**config.mk**
```make
export PLATFORM = sky130hd
export DESIGN_NAME = sphs_hold_status
export DESIGN_NICKNAME = d
export VERILOG_FILES = /design/src/sphs_pkg.sv /design/src/sphs_pin_if.sv /design/src/sphs_hold_status.sv /design/src/sphs_pin_sync.sv
export VERILOG_INCLUDE_DIRS = /design/src
export SDC_FILE = /design/constraint.sdc
export NUM_CORES = 1
export LEC_CHECK = 0
export BUFFER_PORTS_ARGS = -buffer_cell sky130_fd_sc_hd__buf_2
export CORE_MARGIN = 2
export CORE_UTILIZATION = 50
export CTS_CLUSTER_DIAMETER = 200
export DETAILED_ROUTE_END_ITERATION = 6
export GPL_TIMING_DRIVEN = 0
export HOLD_SLACK_MARGIN = 0.02
export MAX_ROUTING_LAYER = met4
export PLACE_DENSITY = 0.66
export SYNTH_ARGS = -nofsm -noshare
export SYNTH_HDL_FRONTEND = slang
export SYNTH_SLANG_ARGS = --single-unit
```
**constraint.sdc**
```tcl
create_clock -name sys_clk -period 8.3 [get_ports sys_clk]
set_input_delay 0.415 -clock sys_clk [delete_from_list [all_inputs] [get_ports sys_clk]]
set_output_delay 0.415 -clock sys_clk [all_outputs]
set_load 0.03 [all_outputs]
```
**src/sphs_consts.svh**
```systemverilog
// constants for the serial hold, reset and status register front end
`ifndef SPHS_CONSTS_SVH
`define SPHS_CONSTS_SVH

`define SPHS_OP_RDSR1 8'h05
`define SPHS_OP_RDSR2 8'h35
`define SPHS_OP_RDSR3 8'h15
`define SPHS_OP_WRSR1 8'h01
`define SPHS_OP_WRSR2 8'h31
`define SPHS_OP_WRSR3 8'h11
`define SPHS_OP_RDIND 8'h65
`define SPHS_OP_WRIND 8'h71
`define SPHS_OP_WREN 8'h06
`define SPHS_OP_VWREN 8'h50
`define SPHS_OP_PDREL 8'hab
`define SPHS_NUM_SR 5
`define SPHS_ADDR_MIN 8'h01
`define SPHS_ADDR_MAX 8'h05
`define SPHS_QE_BIT 1
`define SPHS_RSTCFG_BIT 7
`define SPHS_PDREL_SHORT 3'h1
`define SPHS_PDREL_LONG 3'h5
`define SPHS_ID_BYTE 3'h3
`define SPHS_BYTE_MAX 3'h7
`define SPHS_CLK_MHZ 10
`define SPHS_T_NVWR_US 5000
`define SPHS_TMR_W 17
`define SPHS_NV_RESET 40'h0000000000
`define SPHS_SYNC_RESET 4'h9

`endif

```
**src/sphs_pkg.sv**
```systemverilog
// types shared by the serial hold and status register front end
package sphs_pkg;
`include "sphs_consts.svh"

    typedef enum logic {SPHS_LOAD, SPHS_IDLE} sphs_st_e;

    typedef struct packed {
        logic [3:0] s1;
        logic [3:0] s2;
        logic [3:0] s3;
    } sphs_sync_s;

    typedef struct packed {
        sphs_st_e st;
        logic [7:0] shIn;
        logic [2:0] bitCnt;
        logic [2:0] byteCnt;
        logic [7:0] op;
        logic [7:0] addr;
        logic [7:0] dat;
        logic [7:0] shOut;
        logic so;
        logic outEn;
        logic hold;
        logic wel;
        logic vwel;
        logic pd;
        logic busy;
        logic [`SPHS_TMR_W-1:0] tmr;
        logic [`SPHS_NUM_SR-1:0][7:0] sr;
        logic [`SPHS_NUM_SR-1:0][7:0] nv;
    } sphs_core_s;
endpackage
```
**src/sphs_pin_if.sv**
```systemverilog
// synchronised pin levels and edge events between synchroniser and core
`timescale 1ns/1ps
interface sphs_pin_if;
    logic csN;
    logic si;
    logic holdN;
    logic sckRise;
    logic sckFall;
    logic csRise;
    modport drv (output csN, si, holdN, sckRise, sckFall, csRise);
    modport core (input csN, si, holdN, sckRise, sckFall, csRise);
endinterface

```
**src/sphs_hold_status.sv**
```systemverilog
// serial flash front end: byte framing, hold or reset pin, status registers
`timescale 1ns/1ps
`include "sphs_consts.svh"
module sphs_hold_status
#(
    parameter int unsigned NV_WR_CYC = `SPHS_T_NVWR_US * `SPHS_CLK_MHZ,
    // identifier byte value is arbitrary
    parameter logic [7:0] DEV_ID = 8'h5a
)
(
    // clock and reset
    input wire logic sys_clk,
    input wire logic rst_n,
    // serial pins
    input wire logic csNIn,
    input wire logic sckIn,
    input wire logic siIn,
    output logic soOut,
    output logic soOeN,
    // shared hold, reset or fourth data pin
    input wire logic io3In,
    output logic io3Out,
    output logic io3OeN,
    // control and status
    input wire logic powerDownReq,
    output logic busy,
    output logic powerDown,
    output logic quadMode,
    output logic resetMode,
    output logic inHold,
    output logic inReset
);
    import sphs_pkg::*;

    // ************************************************************
    // pin synchroniser
    // ************************************************************

    sphs_pin_if pins();

    sphs_pin_sync u_sync
    (
        .sys_clk(sys_clk),
        .rst_n(rst_n),
        .csNIn(csNIn),
        .sckIn(sckIn),
        .siIn(siIn),
        .io3In(io3In),
        .pins(pins)
    );

    // ************************************************************
    // opcode decoding
    // ************************************************************

    function automatic logic [2:0] dirIdx(input logic [7:0] op);
        case (op)
            `SPHS_OP_RDSR1, `SPHS_OP_WRSR1: return 3'h1;
            `SPHS_OP_RDSR2, `SPHS_OP_WRSR2: return 3'h2;
            `SPHS_OP_RDSR3, `SPHS_OP_WRSR3: return 3'h3;
            default: return 3'h0;
        endcase
    endfunction

    function automatic logic [2:0] indIdx(input logic [7:0] a);
        if (a >= `SPHS_ADDR_MIN && a <= `SPHS_ADDR_MAX)
        begin
            return a[2:0];
        end
        return 3'h0;
    endfunction

    function automatic logic isRd(input logic [7:0] op);
        return op == `SPHS_OP_RDSR1 || op == `SPHS_OP_RDSR2 || op == `SPHS_OP_RDSR3;
    endfunction

    function automatic logic isWr(input logic [7:0] op);
        return op == `SPHS_OP_WRSR1 || op == `SPHS_OP_WRSR2 || op == `SPHS_OP_WRSR3
            || op == `SPHS_OP_WRIND;
    endfunction

    // register one shows live busy and write-enable, not stored bits
    function automatic logic [7:0] srRead(input sphs_core_s s, input logic [2:0] i);
        logic [7:0] v;
        v = 8'h00;
        for (int k = 0; k < `SPHS_NUM_SR; k++)
        begin
            if (i == 3'(k + 1))
            begin
                v = s.sr[k];
            end
        end
        if (i == 3'h1)
        begin
            v = {s.sr[0][7:2], s.wel, s.busy};
        end
        return v;
    endfunction

    // ************************************************************
    // state
    // ************************************************************

    sphs_core_s r;
    sphs_core_s next_r;
    logic holdMode;
    logic devRst;
    logic [7:0] inByte;
    logic [7:0] wdata;
    logic [2:0] widx;
    logic [7:0] rdOp;
    logic [7:0] rdAddr;
    logic wrLong;
    logic wrOk;

    assign quadMode = r.sr[1][`SPHS_QE_BIT];
    assign resetMode = r.sr[2][`SPHS_RSTCFG_BIT] & ~quadMode;
    assign holdMode = ~r.sr[2][`SPHS_RSTCFG_BIT] & ~quadMode;
    assign devRst = resetMode & ~pins.holdN;

    // ************************************************************
    // next state
    // ************************************************************

    always_comb
    begin
        next_r = r;
        inByte = {r.shIn[6:0], pins.si};
        wrLong = r.op == `SPHS_OP_WRIND;
        wdata = wrLong ? r.dat : r.addr;
        widx = wrLong ? indIdx(r.addr) : dirIdx(r.op);
        wrOk = isWr(r.op) && widx != 3'h0 && (r.wel || r.vwel) && !r.busy
            && (wrLong ? r.byteCnt >= 3'h3 : r.byteCnt >= 3'h2);
        rdOp = (r.byteCnt == 3'h0) ? inByte : r.op;
        rdAddr = (r.byteCnt == 3'h1) ? inByte : r.addr;
        if (r.busy)
        begin
            if (r.tmr <= `SPHS_TMR_W'(1))
            begin
                next_r.busy = 1'b0;
                next_r.tmr = '0;
            end
            else
            begin
                next_r.tmr = r.tmr - `SPHS_TMR_W'(1);
            end
        end
        if (r.st == SPHS_LOAD)
        begin
            next_r.sr = r.nv;
            next_r.st = SPHS_IDLE;
        end
        else if (devRst)
        begin
            // stored copy untouched; the loss of volatile state is the point
            next_r.sr = r.nv;
            next_r.bitCnt = 3'h0;
            next_r.byteCnt = 3'h0;
            next_r.outEn = 1'b0;
            next_r.hold = 1'b0;
            next_r.wel = 1'b0;
            next_r.vwel = 1'b0;
            next_r.busy = 1'b0;
            next_r.tmr = '0;
        end
        else if (pins.csN)
        begin
            if (powerDownReq && !r.busy)
            begin
                next_r.pd = 1'b1;
            end
            if (pins.csRise && r.bitCnt == 3'h0)
            begin
                if (r.op == `SPHS_OP_PDREL)
                begin
                    if (r.byteCnt == `SPHS_PDREL_SHORT || r.byteCnt >= `SPHS_PDREL_LONG)
                    begin
                        next_r.pd = 1'b0;
                    end
                end
                else if (!r.pd && r.byteCnt != 3'h0)
                begin
                    if (r.op == `SPHS_OP_WREN && !r.busy)
                    begin
                        next_r.wel = 1'b1;
                    end
                    else if (r.op == `SPHS_OP_VWREN && !r.busy)
                    begin
                        next_r.vwel = 1'b1;
                    end
                    else if (wrOk)
                    begin
                        for (int k = 0; k < `SPHS_NUM_SR; k++)
                        begin
                            if (widx == 3'(k + 1))
                            begin
                                next_r.sr[k] = wdata;
                                if (k == 0)
                                begin
                                    next_r.sr[0][1:0] = 2'b00;
                                end
                                if (r.wel)
                                begin
                                    next_r.nv[k] = next_r.sr[k];
                                end
                            end
                        end
                        if (r.wel)
                        begin
                            next_r.busy = 1'b1;
                            next_r.tmr = NV_WR_CYC[`SPHS_TMR_W-1:0];
                        end
                        next_r.wel = 1'b0;
                        next_r.vwel = 1'b0;
                    end
                end
            end
            next_r.bitCnt = 3'h0;
            next_r.byteCnt = 3'h0;
            next_r.op = 8'h00;
            next_r.outEn = 1'b0;
            next_r.hold = 1'b0;
        end
        else
        begin
            // hold only changes on a falling clock edge
            if (pins.sckFall)
            begin
                if (!r.hold && holdMode && !pins.holdN)
                begin
                    next_r.hold = 1'b1;
                end
                else if (r.hold && pins.holdN)
                begin
                    next_r.hold = 1'b0;
                end
            end
            if (!holdMode)
            begin
                next_r.hold = 1'b0;
            end
            // the releasing fall does the shift that the pausing fall skipped
            if (!next_r.hold)
            begin
                if (pins.sckFall)
                begin
                    next_r.so = r.shOut[7];
                    next_r.shOut = {r.shOut[6:0], 1'b0};
                end
                if (pins.sckRise)
                begin
                    next_r.shIn = inByte;
                    next_r.bitCnt = r.bitCnt + 3'h1;
                    if (r.bitCnt == 3'h7)
                    begin
                        if (r.byteCnt != `SPHS_BYTE_MAX)
                        begin
                            next_r.byteCnt = r.byteCnt + 3'h1;
                        end
                        if (r.byteCnt == 3'h0)
                        begin
                            next_r.op = inByte;
                        end
                        if (r.byteCnt == 3'h1)
                        begin
                            next_r.addr = inByte;
                        end
                        if (r.byteCnt == 3'h2)
                        begin
                            next_r.dat = inByte;
                        end
                        // read data loads at byte end, first bit leaves on next fall
                        if (!r.pd && rdOp == `SPHS_OP_RDIND && r.byteCnt != 3'h0)
                        begin
                            next_r.shOut = srRead(r, indIdx(rdAddr));
                            next_r.outEn = 1'b1;
                        end
                        else if (!r.pd && isRd(rdOp))
                        begin
                            next_r.shOut = srRead(r, dirIdx(rdOp));
                            next_r.outEn = 1'b1;
                        end
                        else if (rdOp == `SPHS_OP_PDREL && r.byteCnt >= `SPHS_ID_BYTE)
                        begin
                            next_r.shOut = DEV_ID;
                            next_r.outEn = 1'b1;
                        end
                    end
                end
            end
        end
    end

    always_ff @(posedge sys_clk or negedge rst_n)
    begin
        if (!rst_n)
        begin
            r <= '0;
            r.st <= SPHS_LOAD;
            r.nv <= `SPHS_NV_RESET;
        end
        else
        begin
            r <= next_r;
        end
    end

    // ************************************************************
    // outputs
    // ************************************************************

    assign soOut = r.so;
    assign soOeN = ~(r.outEn & ~r.hold & ~pins.csN & ~devRst);
    // quad transfers live elsewhere; this block never drives the shared pin
    assign io3Out = 1'b0;
    assign io3OeN = 1'b1;
    assign busy = r.busy;
    assign powerDown = r.pd;
    assign inHold = r.hold;
    assign inReset = devRst;
endmodule

```
**src/sphs_pin_sync.sv**
```systemverilog
// two-flop synchroniser and edge finder for the serial pins
`timescale 1ns/1ps
`include "sphs_consts.svh"
module sphs_pin_sync
(
    // clock and reset
    input wire logic sys_clk,
    input wire logic rst_n,
    // raw pins
    input wire logic csNIn,
    input wire logic sckIn,
    input wire logic siIn,
    input wire logic io3In,
    // synchronised side
    sphs_pin_if.drv pins
);
    import sphs_pkg::*;

    sphs_sync_s r;
    sphs_sync_s next_r;

    // select idles high and the shared pin idles high, so no false event at reset
    always_comb
    begin
        next_r.s1 = {io3In, siIn, sckIn, csNIn};
        next_r.s2 = r.s1;
        next_r.s3 = r.s2;
    end

    always_ff @(posedge sys_clk or negedge rst_n)
    begin
        if (!rst_n)
        begin
            r <= {`SPHS_SYNC_RESET, `SPHS_SYNC_RESET, `SPHS_SYNC_RESET};
        end
        else
        begin
            r <= next_r;
        end
    end

    assign pins.csN = r.s2[0];
    assign pins.si = r.s2[2];
    assign pins.holdN = r.s2[3];
    assign pins.sckRise = r.s2[1] & ~r.s3[1];
    assign pins.sckFall = ~r.s2[1] & r.s3[1];
    assign pins.csRise = r.s2[0] & ~r.s3[0];
endmodule

```
---- Word-level counts from Yosys, hierarchy flattened ----
Cells that the tools add are included.
word-level totals
  bits in registers ....................... 159
  bits in latches ......................... 0
  memory bits (writable) .................. 0
  bits in read-only memories .............. 0
  input bits .............................. 7
  logic and storage cells ................. 298
  memories ................................ 0
cells by class
  $add $sub $neg .......................... 3
  multiply operators ...................... 0
  div/mod/pow operators ................... 0
  order comparisons ....................... 8
  equal/unequal tests ..................... 54
  shift-type cells ........................ 0
  mux-type cells .......................... 109
  bitwise logic cells ..................... 23
  reductions and logical operators ........ 72
operators by type and width
  operator                                             number
  two-way mux 98 bit                                   5
  two-way mux 8 bit                                    32
  two-way mux 101 bit                                  2
  two-way mux 3 bit                                    21
  two-way mux 58 bit                                   1
  AND reduction 11 bit                                 5
  two-way mux 18 bit                                   3
  two-way mux 48 bit                                   1
  two-way mux 46 bit                                   1
  two-way mux 40 bit                                   1
  AND reduction 8 bit                                  5
  two-way mux 35 bit                                   1
  equality test 8 x 5 -> 1 bit, second input constant  4
  equality test 8 x 6 -> 1 bit, second input constant  4
  two-way mux 1 bit                                    30
  != test 3 x 1 -> 1 bit, second input constant        9
  AND reduction 5 bit                                  5
  equality test 8 x 3 -> 1 bit, second input constant  3
  equality test 8 x 7 -> 1 bit, second input constant  3
  equality test 3 x 2 -> 1 bit, second input constant  7
  equality test 3 bit, second input constant           7
  AND reduction 7 bit                                  3
  nonzero test 3 bit                                   7
  logical AND 1 bit                                    18
  32 further kinds                                     91

---- Logic depth before layout (Yosys ltp) ----
Gate-level depths: netlist of run 1.
  word-level depth ........................ 34
  mapped depth ............................ 11
  gate-level depth less buffers ........... 8

---- By module ----
Synthesis of run 1 repeated with hierarchy kept, for this count alone.
second synthesis, totals
  cells, all modules ...................... 794
  area, all modules ....................... 8,305.5 µm²
by module, submodules not included
  module            times used  cells each  area each (µm²)
  sphs_hold_status  1           781         8,027.7
  sphs_pin_sync     1           13          277.8

---- Least setup slack after synthesis of run 1 ----
No wires, ideal clock.
  path kind ............................... register to register
  start point ............................. register r (netlist bit quadMode)
  end point ............................... register r[14] (netlist bit)
  setup time .............................. 0.139 ns
  arrival time ............................ 2.631 ns
  required time ........................... 8.161 ns
  path slack .............................. 5.531 ns
  stages on the path, launching flop included .. 9
  cell sequence ........................... dfrtp_1 -> or3b_2 -> clkbuf_2 -> clkinv_1 -> nor3_1 -> nand4_1 -> buf_2 -> nand2_1 -> o21ai_0
on the way
  longest elaborated chain between the ends .. 5
RTL lines
  element                         RTL line                 RTL
  from (decl)                     sphs_hold_status.sv:104  sphs_core_s r;
  from (signal assigned)          sphs_hold_status.sv:304  r <= next_r;
  NOT 1 bit                       sphs_hold_status.sv:117  assign resetMode = r.sr[2][`SPHS_RSTCFG_BIT] & ~quadMode;
  AND 1 bit                       sphs_hold_status.sv:117
  AND 1 bit                       sphs_hold_status.sv:119  assign devRst = resetMode & ~pins.holdN;
  via inReset                     sphs_hold_status.sv:31   output logic inReset
  NOT 1 bit (no line)             --
  AND reduction 11 bit (no line)  --
The timed path passes the listed nets, and every way through them passes these cells.
A chain may end at the register's enable or synchronous reset.

---- Worst setup path after layout of run 1 ----
  start point ............................. register r[129] (netlist bit)
  end point ............................... register r[12] (netlist bit)
on the way
  longest elaborated chain between the ends .. 10
  elaborated cells on any way between the ends .. 32
RTL lines
  element                                               RTL line                 RTL
  equality test 8 x 5 -> 1 bit (tied with other cells)  sphs_hold_status.sv:57   case (op)
  OR reduction 2 bit                                    sphs_hold_status.sv:57
  case mux 2 bit (3 select lines)                       sphs_hold_status.sv:57
  two-way mux 3 bit                                     sphs_hold_status.sv:131  widx = wrLong ? indIdx(r.addr) : dirIdx(r.op);
  nonzero test 3 bit                                    sphs_hold_status.sv:132  wrOk = isWr(r.op) && widx != 3'h0 && (r.wel || r.vwel) && !r.busy
  logical AND 1 bit (3 in a row)                        sphs_hold_status.sv:132
  logical AND 1 bit                                     sphs_hold_status.sv:133  && (wrLong ? r.byteCnt >= 3'h3 : r.byteCnt >= 3'h2);
  AND reduction 11 bit (no line)                        --
Several ways; a longest one is shown, not always the timed one.

==> metrics.md, run 1 <==
| Metric | Value |
|---|---|
| Status | finished, final reports clean |
| Worst skew pair latency | 0.43 ns |
| Reg clk slew, reported paths | roughly 0.07 ns |
| Int Power | 1.246 mW |
| Crit path setup slack, layout | 4.867 ns |
| Clock Path Buffers | 2 |
| CTS H-tree lvls | 4 |
| Nets | between 800 and 900 |
| Fillers | 1432 |
| Crit path DAT | 3.69 ns |
| Post-Syn Instances | 840 |
| Switch share | 0.2599 |
| CTS tree | built |
| Routed vias | 6667 |
| Seq cells post-synth | 156 |
| Post-Syn Area | between 8000 and 9000 um^2 |
| Synth top area cells | dfrtp_1 45%, mux2i_1 7.4%, nand2_1 5.7%, mux2_2 4.3%, o21ai_0 2.8% |
| I/O Buffers | 14 |
| Die width | 133.3 um |
| CTS root buffer | clkbuf_16 |
| Register area share after synthesis | 0.4678 |
| Synth Flop Type | dfrtp_1 |
| Final Cell Area | 9313 um^2 |
| Placed cell areas | 8741 um^2 |
| Post-route minimum period | between 3 and 4 ns |
| Vias in the first global route | 6455 |
| Tot GR Track Use | 0.2757 |
| Share of the synthesized area in the top cell type | 0.4521 |
| Largest net degree at the start of global routing | roughly 100 |
| Worst min path class | primary input to flip-flop |
| Fmax | 291.3 MHz |
| Logic pwr share | 0.076 |
| CTS buffer count | 17 |
| Initial cell density of the core | 0.5076 |
| Drt first-iter violations | 742 |
| RePlAce Congestion | 0.9518 |
| Worst-margin pin slew | between 1 and 1.5 ns |
| GR Overflow Total | 0 |
| Final Hold Viols | 0 |
| Synthesized area per cell | 9.950 um^2 |
| Core area | 16470 um^2 |
| Clock skew | ~0.0094 ns |
| Via/cell ratio | between 6 and 7 |
| # DRC | 0 |
| Post-Place Worst Slack | 4.915 ns |
| Leak Pwr | 4.352 nW |
| Antenna Cells | 0 |
| CP Launch Type | flip-flop |
| Largest incremental delay on the critical path | about 1 ns |
| Routed WL per cell | 20.55 um |
| Slew margin rel. | 0.1556 |
| Power density cells | 180.8 nW/um^2 |
| Crit end category | flip-flop |
| WL final | 22790 um |
| Post-DP HPWL | 16730 um |
| Critical Path Fanout Max | 10 |
| Total negative slack | 0 ns |
| Clock Power Share | 0.444 |
| CP cell instances | or4b_1 > buf_2 > nor2b_1 > clkbuf_1 > buf_2 > mux2i_1 > o21ai_0 |
| Synthesis-to-layout area growth | 11.42% |
| Max Cap Violations | 0 |
| TritonRoute pass-1 iters | 6 |
| Remaining antenna violation count | 0 |
| Post-synthesis cell type count | 73 |
| Net Sw Power | 0.4376 mW |
| Rows | 47 |
| CP Data Required Time | roughly 8.6 ns |
| Ys async rst share | 1.000 |
| Flop pwr share | 0.480 |
| Peak supply drop | ~200 uV |
| Yosys top cell by area | dfrtp_1 |
| Initial antenna violation count | 0 |
| Fin crit share | 0.4136 |
| Crit-path slowest cell | mux2i_1 |
| Die area | 17770 um^2 |
| Share of cells above drive strength 1 | 0.1372 |
| Clock sinks | 156 |
| RSZ-0062 raised after global routing | no |
| Synth Warn # | 0 |
| Die Y | around 130 um |
| Max-slew violations | 0 |
| Ports | 17 |
| Total Power | 1.684 mW |
| WS Path Type | flip-flop to flip-flop |
| Post-synth EDFFs | 0 |
| # resized after CTS | 0 |
| Global-route wire length before repair | 36360 um |
| # setup viols final | 0 |
| Reg2Reg Setup Slack | 4.87 ns |
| CP dominant cell by count | buf_2 |
==> per-stage QoR <==
step,hold WS [ns],utilization,cells
4_1_cts,0.07776,0.5656,1109
3_5_place_dp,0.3363,0.5309,1076
5_1_grt,0.07677,0.5656,1109
6_report,0.08848,0.5656,1109
2_1_floorplan,0.1194,-,841
3_3_place_gp,0.3332,0.5288,1075
==> cell type report <==
cell class                 instances  area, um^2  area share
tap                              220       275.3     0.02956
inverter                          17       63.81    0.006852
clock buffer                      17       425.4     0.04568
sequential                       156        3910      0.4199
multi-input combinational        621        4149      0.4455
buffer                            47       239.0     0.02566
timing repair buffer              16       113.9     0.01223
clock inverter                    15       136.4     0.01464
==> logic make-up after synthesis <==
family / synth area share
buf+inv: 0.03623
mux: 0.1174
other cells: 0.0008985
flops: 0.4678
fa+ha+maj: 0.01647
xor+xnor: 0.01572
compound gates: 0.1614
simple gates: 0.1841
==> cells in the final DEF, fill, tap and decap left out, types with 9 or more instances in the layout <==
cell / count
o21ai_1: 46
nand3_1: 11
nor2b_1: 15
nor3_1: 12
o21ai_0: 46
xor2_1: 9
mux2_2: 32
nor2_1: 45
a21oi_1: 25
buf_2: 20
dfrtp_1: 151
nand2_1: 127
clkbuf_1: 29
clkbuf_16: 17
a22oi_1: 17
ha_1: 11
inv_1: 16
mux2i_1: 62
a22o_1: 9
==> critical path, delay by kind of cell, from the launching register on <==
family / cells / cell delay, ns
compound gates: 1 / 0.23
simple gates: 2 / 0.64
flops: 1 / 0.45
mux: 1 / 1.02
buf+inv: 3 / 0.91
==> power groups by stage <==
stage	Combinational, mW	Sequential, mW	Clock, mW
global route	0.143	0.812	0.792
CTS	0.128	0.808	0.760
finish	0.127	0.808	0.748
floorplan	0.0800	0.814	0
detailed placement	0.127	0.822	0
global placement	0.122	0.821	0
==> sequential cells by signal, summed over array words and instances, names as in the netlist, 2 cells and up <==
name,cells
inByte,7
r,134
u_sync.next_r,5
u_sync.r,2
==> routing by layer <==
metal	vias to the layer above	share of wire	global-route usage	wire length, um
met5	-	0	-	0
met4	0	0.032	0.09574	725
met3	57	0.057	0.04909	1295
met2	228	0.46	0.4264	10590
met1	3271	0.45	0.3684	10190
li1	3111	-	-	-
==> synthesized netlist by cell type, drive strengths merged, types with 3 or more instances <==
master and count:
dfrtp 151, nand2 127, o21ai 97, mux2i 62, nor2 45, mux2 32, clkbuf 30, a21oi 26
a22oi 17, buf 17, inv 16, nor2b 15, nand3 13, nand4 12, nor3 12, ha 11
a22o 9, xor2 9, and3 7, nand2b 7, nor4 7, nor4b 7, o211ai 7, a211oi 6
a2bb2oi 6, and2 6, or3 6, or4 6, xnor2 6, a31oi 5, dfstp 5, a211o 4
a221o 4, a41oi 4, o2bb2ai 4, a32oi 3, nand3b 3, or3b 3, or4bb 3
==> path summary, 6_finish.rpt <==
kind / from / end / depth (start not counted)
setup / recovery: r[129]$_DFFE_PN0P_ / r[12]$_DFFE_PN0P_ / 7
hold / removal: csNIn / u_sync.next_r[4]$_DFF_PN1_ / 1
setup reg to reg: r[129]$_DFFE_PN0P_ / r[12]$_DFFE_PN0P_ / 7
hold reg to reg: u_sync.next_r[6]$_DFF_PN0_ / u_sync.pins.si$_DFF_PN0_ / 0
max in group asynchronous: rst_n / r[60]$_DFFE_PN0P_ / 3
min in group asynchronous: rst_n / r[83]$_DFF_PN0_ / 2
==> timing repair <==
action	CTS	global route
hold buffers	1	0
setup buffers	0	0
endpoints found under the hold margin	51	0
Note: power is estimated with default switching activity, not from simulation.
==> run 2, diff against run 1 <==
==> constraint.sdc (replaced) <==
create_clock -name sys_clk -period 3.2 [get_ports sys_clk]
set_input_delay 0.16 -clock sys_clk [delete_from_list [all_inputs] [get_ports sys_clk]]
set_output_delay 0.16 -clock sys_clk [all_outputs]
set_load 0.03 [all_outputs]
==> run 2 against run 1 <==
Against the previous run:
- wire length up 1.1%
- final cell count up 0.63%
- critical path depth unchanged
- core utilization up 0.84 points
- critical path type unchanged
- clock power rose to 2.6 times the previous value
- highest routed layer unchanged
- design area up 1.5%
==> metrics.md, run 2 (synthesis results as in run 1) <==
| Metric | Value |
|---|---|
| Fin crit share | 0.9770 (+0.5634) |
| Fillers | 1417 (-1.0%) |
| Global-route wire length before repair | 36720 um (+0.98%) |
| DR top layer | met4 |
| Antenna Cells | 0 (unchanged) |
| I/O Buffers | 14 (unchanged) |
| # setup viols final | 0 (unchanged) |
| Final Hold Viols | 0 (unchanged) |
| Via/cell ratio | 6.013 (about the same) |
| GR Overflow Total | 0 (unchanged) |
| Ports | 17 (unchanged) |
| Post-DP HPWL | 16730 um (unchanged) |
| Post-Place Cells | 1076 (unchanged) |
| CP Data Required Time | 3.46 ns (-5.10 ns) |
| Die Y | 133.3 um (unchanged) |
| Initial cell density of the core | 0.5076 (unchanged) |
| Share of cells above drive strength 1 | 0.1518 (+0.01455) |
| Fmax | 319.9 MHz (+9.8%) |
| Peak supply drop | 528.8 uV (+160%) |
| CTS H-tree lvls | 4 (unchanged) |
| Synthesis-to-layout area growth | 13.08% |
| Reg clk slew, reported paths | 0.07 ns (about the same) |
| Die width | 133.3 um (unchanged) |
| Nets | 901 (+0.78%) |
| Crit end category | flip-flop |
| Power density cells | 462.8 nW/um^2 (+160%) |
| Met3 wire length | 1380 um (+6.6%) |
| Placed cell areas | 8741 um^2 (unchanged) |
| Crit path DAT | 3.39 ns (-0.30 ns) |
| Reg2Reg Setup Slack | 0.07 ns (-4.79 ns) |
| Max Cap Violations | 0 (unchanged) |
| Top reg by flops | r |
| Remaining antenna violation count | 0 (unchanged) |
| Clock skew | 0.009748 ns (+0.0003121 ns) |
| Utilization after layout | 0.5740 (+0.008434) |
| WL final | 23040 um (+1.1%) |
| Critical Path Fanout Max | 10 (unchanged) |
| Vias in the first global route | 6521 (+1.0%) |
| Final Cell Area | 9452 um^2 (+1.5%) |
| Tot GR Track Use | 0.2783 (+0.002642) |
| RSZ-0062 raised after global routing | yes |
| Clock Path Buffers | 2 (unchanged) |
| CTS tree | built |
| Rows | 47 (unchanged) |
| Routed WL per cell | 20.65 um (+0.46%) |
| Total negative slack | 0 ns (unchanged) |
| Largest register FFs | 134 (unchanged) |
| Core area | 16470 um^2 (unchanged) |
| Max-slew violations | 0 (unchanged) |
| Commonest non-fill, non-tap cell in the layout | dfrtp_1 |
| Met2 Wirelength | 10740 um (+1.4%) |
| CTS buffer count | 17 (unchanged) |
| WS Path Type | flip-flop to flip-flop |
| Most frequent cells in the layout | 151 x dfrtp_1, 127 x nand2_1, 55 x mux2i_1 |
| Worst min path class | primary input to flip-flop |
| # DRC | 0 (unchanged) |
| Status | finished, final reports clean |
| TritonRoute pass-1 iters | 5 (-1) |
| Post-route minimum period | 3.126 ns (-0.3063 ns) |
| Clock sinks | 156 (unchanged) |
| CTS root buffer | clkbuf_16 |
| Leak Pwr | 4.390 nW (+0.87%) |
| Slew margin rel. | 0.1943 (+0.03869) |
| RePlAce Congestion | 0.9518 (unchanged) |
| Routed vias | 6711 (+0.66%) |
| CP Launch Type | flip-flop |
| Worst skew pair latency | 0.43 ns (about the same) |
| CP dominant cell by count | buf_2 |
| Worst-margin pin slew | 1.197 ns (-0.03386 ns) |
| Die area | 17770 um^2 (unchanged) |
| Non-filler instance count after layout | 1116 (+0.63%) |
| Largest incremental delay on the critical path | 0.66 ns (-0.36 ns) |
| Drt first-iter violations | 723 (-2.6%) |
| CP cell instances | or4b_1 > buf_2 > nor2b_1 > clkbuf_1 > buf_2 > mux2i_2 > o21ai_0 |
| Routed length on met1 | 10280 um (+0.95%) |
| Crit-path slowest cell | mux2i_2 |
| Largest net degree at the start of global routing | 101 (unchanged) |
| Initial antenna violation count | 0 (unchanged) |
-- run 2: final cells by class --
cell class	instances	area [um^2]	area share
multi-input combinational	621	4222	0.4467
sequential	156	3910	0.4137
buffer	46	235.2	0.02489
clock inverter	15	136.4	0.01443
timing repair buffer	24	183.9	0.01946
tap	220	275.3	0.02912
inverter	17	63.81	0.006751
clock buffer	17	425.4	0.04501
-- run 2: what timing repair did --
item	CTS	global route
hold buffers	5	0
setup endpoints to repair	22	89
hold endpoints to repair	55	0
pin swaps	1	1
gates resized for setup	6	9
setup buffers	3	1
cloned	0	0
-- run 2: critical path, delay by kind of cell, from the launching register on --
family	cells	cell delay [ns]
DFF	1	0.45
buffers and inverters	3	0.96
and+or+nand+nor	2	0.64
AOI/OAI and AO/OA	1	0.24
muxes	1	0.66
-- run 2: through the flow --
step | setup WS, ns | hold WS, ns | power [mW]
after detailed placement | -0.1847 | 0.1619 | 2.461
after CTS | 0.05606 | 0.1275 | 4.403
after global routing | -0.1363 | 0.1670 | 4.539
after floorplan | 0.4305 | -0.1356 | 2.319
final | 0.07364 | 0.1406 | 4.374
after global placement | -0.2559 | 0.2686 | 2.447
-- run 2: final timing paths --
kind | start | end | depth (start not counted)
max in group asynchronous | rst_n | r[53]$_DFFE_PN0P_ | 3
max | r[129]$_DFFE_PN0P_ | r[10]$_DFFE_PN0P_ | 7
max reg2reg | r[129]$_DFFE_PN0P_ | r[10]$_DFFE_PN0P_ | 7
min reg2reg | u_sync.next_r[6]$_DFF_PN0_ | u_sync.pins.si$_DFF_PN0_ | 0
min in group asynchronous | rst_n | r[83]$_DFF_PN0_ | 2
min | powerDownReq | powerDown$_DFFE_PN0P_ | 3
-- run 2: power breakdown --
group	leakage [nW]	internal (mW)	total (mW)	switching, mW
logic	2.00	0.121	0.338	0.217
registers	2.12	2.03	2.10	0.0645
clock network	0.273	1.08	1.94	0.855
-- run 2: routing by layer --
layer,track usage,up-vias
met1,0.3700,3309
met2,0.4253,234
met4,0.1076,0
li1,-,3121
met3,0.05251,47
met5,-,-
==> run 3, diff against run 2 <==
--- a/config.mk
+++ b/config.mk
@@ -8,13 +8,13 @@
 export LEC_CHECK = 0
 export BUFFER_PORTS_ARGS = -buffer_cell sky130_fd_sc_hd__buf_2
 export CORE_MARGIN = 2
-export CORE_UTILIZATION = 50
+export CORE_UTILIZATION = 40
 export CTS_CLUSTER_DIAMETER = 200
 export DETAILED_ROUTE_END_ITERATION = 6
 export GPL_TIMING_DRIVEN = 0
 export HOLD_SLACK_MARGIN = 0.02
 export MAX_ROUTING_LAYER = met4
-export PLACE_DENSITY = 0.66
+export PLACE_DENSITY_LB_ADDON = 0.3
 export SYNTH_ARGS = -nofsm -noshare
 export SYNTH_HDL_FRONTEND = slang
 export SYNTH_SLANG_ARGS = --single-unit
==> run 3 against run 2 <==
Against the previous run:
- sequential share of layout area is 0.51 points lower
- critical path type unchanged
- critical path depth stayed put
- final cell count is 4.4% higher
- largest power group unchanged
- register-to-register slack worse by 0.06 ns
- worst hold slack worse by 0.033 ns
- wire length is 0.52% lower
- design area is 1.2% higher
==> metrics.md, run 3 (synthesis results as in run 1) <==
| Metric | Value |
|---|---|
| Status | finished, final reports clean |
| Largest register FFs | 134 (unchanged) |
| Peak supply drop | 267.4 uV (-49%) |
| Critical path capture point | r[11]$_DFFE_PN0P_ |
| Core area | 20360 um^2 (+24%) |
| Via/cell ratio | 5.725 (-4.8%) |
| TritonRoute pass-1 iters | 5 (unchanged) |
| Clock Power Share | 0.458 (+0.015) |
| Net Sw Power | 1.281 mW (+13%) |
| GR Overflow Total | 0 (unchanged) |
| Post-DP HPWL | 16290 um (-2.6%) |
| Commonest non-fill, non-tap cell in the layout | dfrtp_1 |
| Utilization after layout | 0.4699 (-0.1041) |
| Area of the multi-input gates | 4233 um^2 (+0.27%) |
| Reg clk slew, reported paths | 0.08 ns (about the same) |
| Worst min path class | primary input to flip-flop |
| Die Y | 148.6 um (+11%) |
| Post-Place Cells | 1126 (+4.6%) |
| Leak Pwr | 4.405 nW (+0.35%) |
| Total Power | 4.498 mW (+2.8%) |
| CP Launch Type | flip-flop |
| Fmax | 313.4 MHz (-2.0%) |
| Die area | 22070 um^2 (+24%) |
| Global-route wire length before repair | 37250 um (+1.4%) |
| Synthesis-to-layout area growth | 14.49% |
| Int Power | 3.217 mW (-0.64%) |
| Flop pwr share | 0.466 (-0.014) |
| Nets | 900 (-0.11%) |
| Antenna Cells | 0 (unchanged) |
| Rows | 52 (+11%) |
| Clock skew | 0.01810 ns (+0.008352 ns) |
| Worst skew pair latency | 0.45 ns (+0.02 ns) |
| Clock Path Buffers | 2 (unchanged) |
| Post-route minimum period | 3.191 ns (+0.06474 ns) |
| CTS buffer count | 17 (unchanged) |
| WS Path Type | flip-flop to flip-flop |
| Fillers | 1907 (+35%) |
| Power density cells | 470.0 nW/um^2 (+1.6%) |
| Fin crit share | 0.9972 (+0.02023) |
| Max Cap Violations | 0 (unchanged) |
| Hold_ws | 0.1079 ns (-0.03274 ns) |
| Vias in the first global route | 6472 (-0.75%) |
| Total negative slack | 0 ns (unchanged) |
| Most frequent cells in the layout | 151 x dfrtp_1, 127 x nand2_1, 55 x mux2i_1 |
| Non-filler instance count after layout | 1165 (+4.4%) |
| Worst R2R Path Depth | 7 (unchanged) |
| Clock sinks | 156 (unchanged) |
| Slew margin rel. | 0.4078 (+0.2134) |
| Crit. Startpoint | r[129]$_DFFE_PN0P_ |
| Crit path DAT | 3.49 ns (+0.10 ns) |
| Worst-margin pin slew | 0.8883 ns (-0.3091 ns) |
| Hold Path Stages | 3 (unchanged) |
| Crit end category | flip-flop |
| Hold path start | powerDownReq |
| RSZ-0062 raised after global routing | yes |
| Ports | 17 (unchanged) |
| Storage cell area | 3910 um^2 (unchanged) |
| Remaining antenna violation count | 0 (unchanged) |
| CTS H-tree lvls | 4 (unchanged) |
| Drt first-iter violations | 583 (-19%) |
| Reg-to-reg endpoint | r[11]$_DFFE_PN0P_ |
| WL final | 22920 um (-0.52%) |
| CTS tree | built |
| Final Hold Viols | 0 (unchanged) |
| Share of cells above drive strength 1 | 0.1508 (-0.0009477) |
| Switch share | 0.2847 (+0.02487) |
| RePlAce Congestion | 0.8965 (-5.8%) |
| Initial antenna violation count | 0 (unchanged) |
| Top reg by flops | r |
| Die width | 148.6 um (+11%) |
| Tot GR Track Use | 0.2256 (-0.05271) |
| Initial cell density of the core | 0.4104 (-0.09718) |
| # DRC | 0 (unchanged) |
| Routed vias | 6670 (-0.61%) |
| Reg2Reg Setup Slack | 0.009 ns (-0.06 ns) |
| Largest net degree at the start of global routing | 102 (+0.99%) |
| Logic pwr share | 0.076 (about the same) |
| CTS root buffer | clkbuf_16 |
| CP Data Required Time | 3.50 ns (+0.04 ns) |
| FF-to-FF Start | r[129]$_DFFE_PN0P_ |
| Max-slew violations | 0 (unchanged) |
| # setup viols final | 0 (unchanged) |
| I/O Buffers | 14 (unchanged) |
| Critical Path Fanout Max | 10 (unchanged) |
| Routed WL per cell | 19.68 um (-4.7%) |
[run 3: changes by cell type in the layout (fill, tap and decap cells not counted), moves of 2 or more]
cell,change
clkinvlp_4,-2
clkinv_8,+6
inv_8,+4
clkinv_2,-4
buf_4,-2
inv_6,-4
[run 3: layer usage]
layer | share of wire | vias up | global-route usage
met5 | 0 | - | -
met4 | 0.028 | 0 | 0.07762
met3 | 0.063 | 37 | 0.03712
met2 | 0.45 | 233 | 0.3324
met1 | 0.46 | 3267 | 0.3171
li1 | - | 3133 | -
[run 3: power groups by stage]
stage	registers, mW	logic, mW	clock network [mW]
2_1_floorplan	2.11	0.208	0
3_3_place_gp	2.13	0.323	0
3_5_place_dp	2.13	0.332	0
4_1_cts	2.09	0.338	2.10
5_1_grt	2.11	0.381	2.17
6_report	2.10	0.340	2.06
[run 3: worst min-delay path by stage]
stage	end	slack, ns
floorplan	busy$_DFF_PN0_	-0.14
detailed placement	r[92]$_DFF_PN0_	0.11
CTS	powerDown$_DFFE_PN0P_	0.10
global route	powerDown$_DFFE_PN0P_	0.15
finish	powerDown$_DFFE_PN0P_	0.11
global placement	u_sync.next_r[4]$_DFF_PN1_	0.27
[run 3: area by class of cell]
| cell class | count | area share |
|---|---|---|
| Clock inverter | 15 | 0.01961 |
| Multi-Input combinational cell | 621 | 0.4423 |
| Clock buffer | 17 | 0.04446 |
| Sequential cell | 156 | 0.4086 |
| Timing Repair Buffer | 22 | 0.01804 |
| Tap cell | 270 | 0.03530 |
| Buffer | 47 | 0.02497 |
| Inverter | 17 | 0.006668 |
[run 3: metrics by stage]
stage | worst slack [ns] | instance area, um^2
2_1_floorplan | 0.4305 | 8362
3_3_place_gp | -0.4652 | 8770
3_5_place_dp | -0.2352 | 8807
4_1_cts | 0.04516 | 9513
5_1_grt | -0.07599 | 9569
6_report | 0.008907 | 9569
[run 3: worst max-delay path, cell delays in order, from the launching register on]
cell      delay (ns)
dfrtp_1         0.44
or4b_1          0.54
buf_2           0.20
nor2b_1         0.12
clkbuf_1        0.36
buf_2           0.43
mux2i_2         0.72
o21ai_0         0.22
[run 3: what timing repair did]
action | CTS | global route
endpoints found under the hold margin | 59 | 0
hold buffers | 5 | 0
gates resized for setup | 7 | 8
pin swaps | 1 | 0
setup buffers | 2 | 0
setup endpoints to repair | 35 | 86
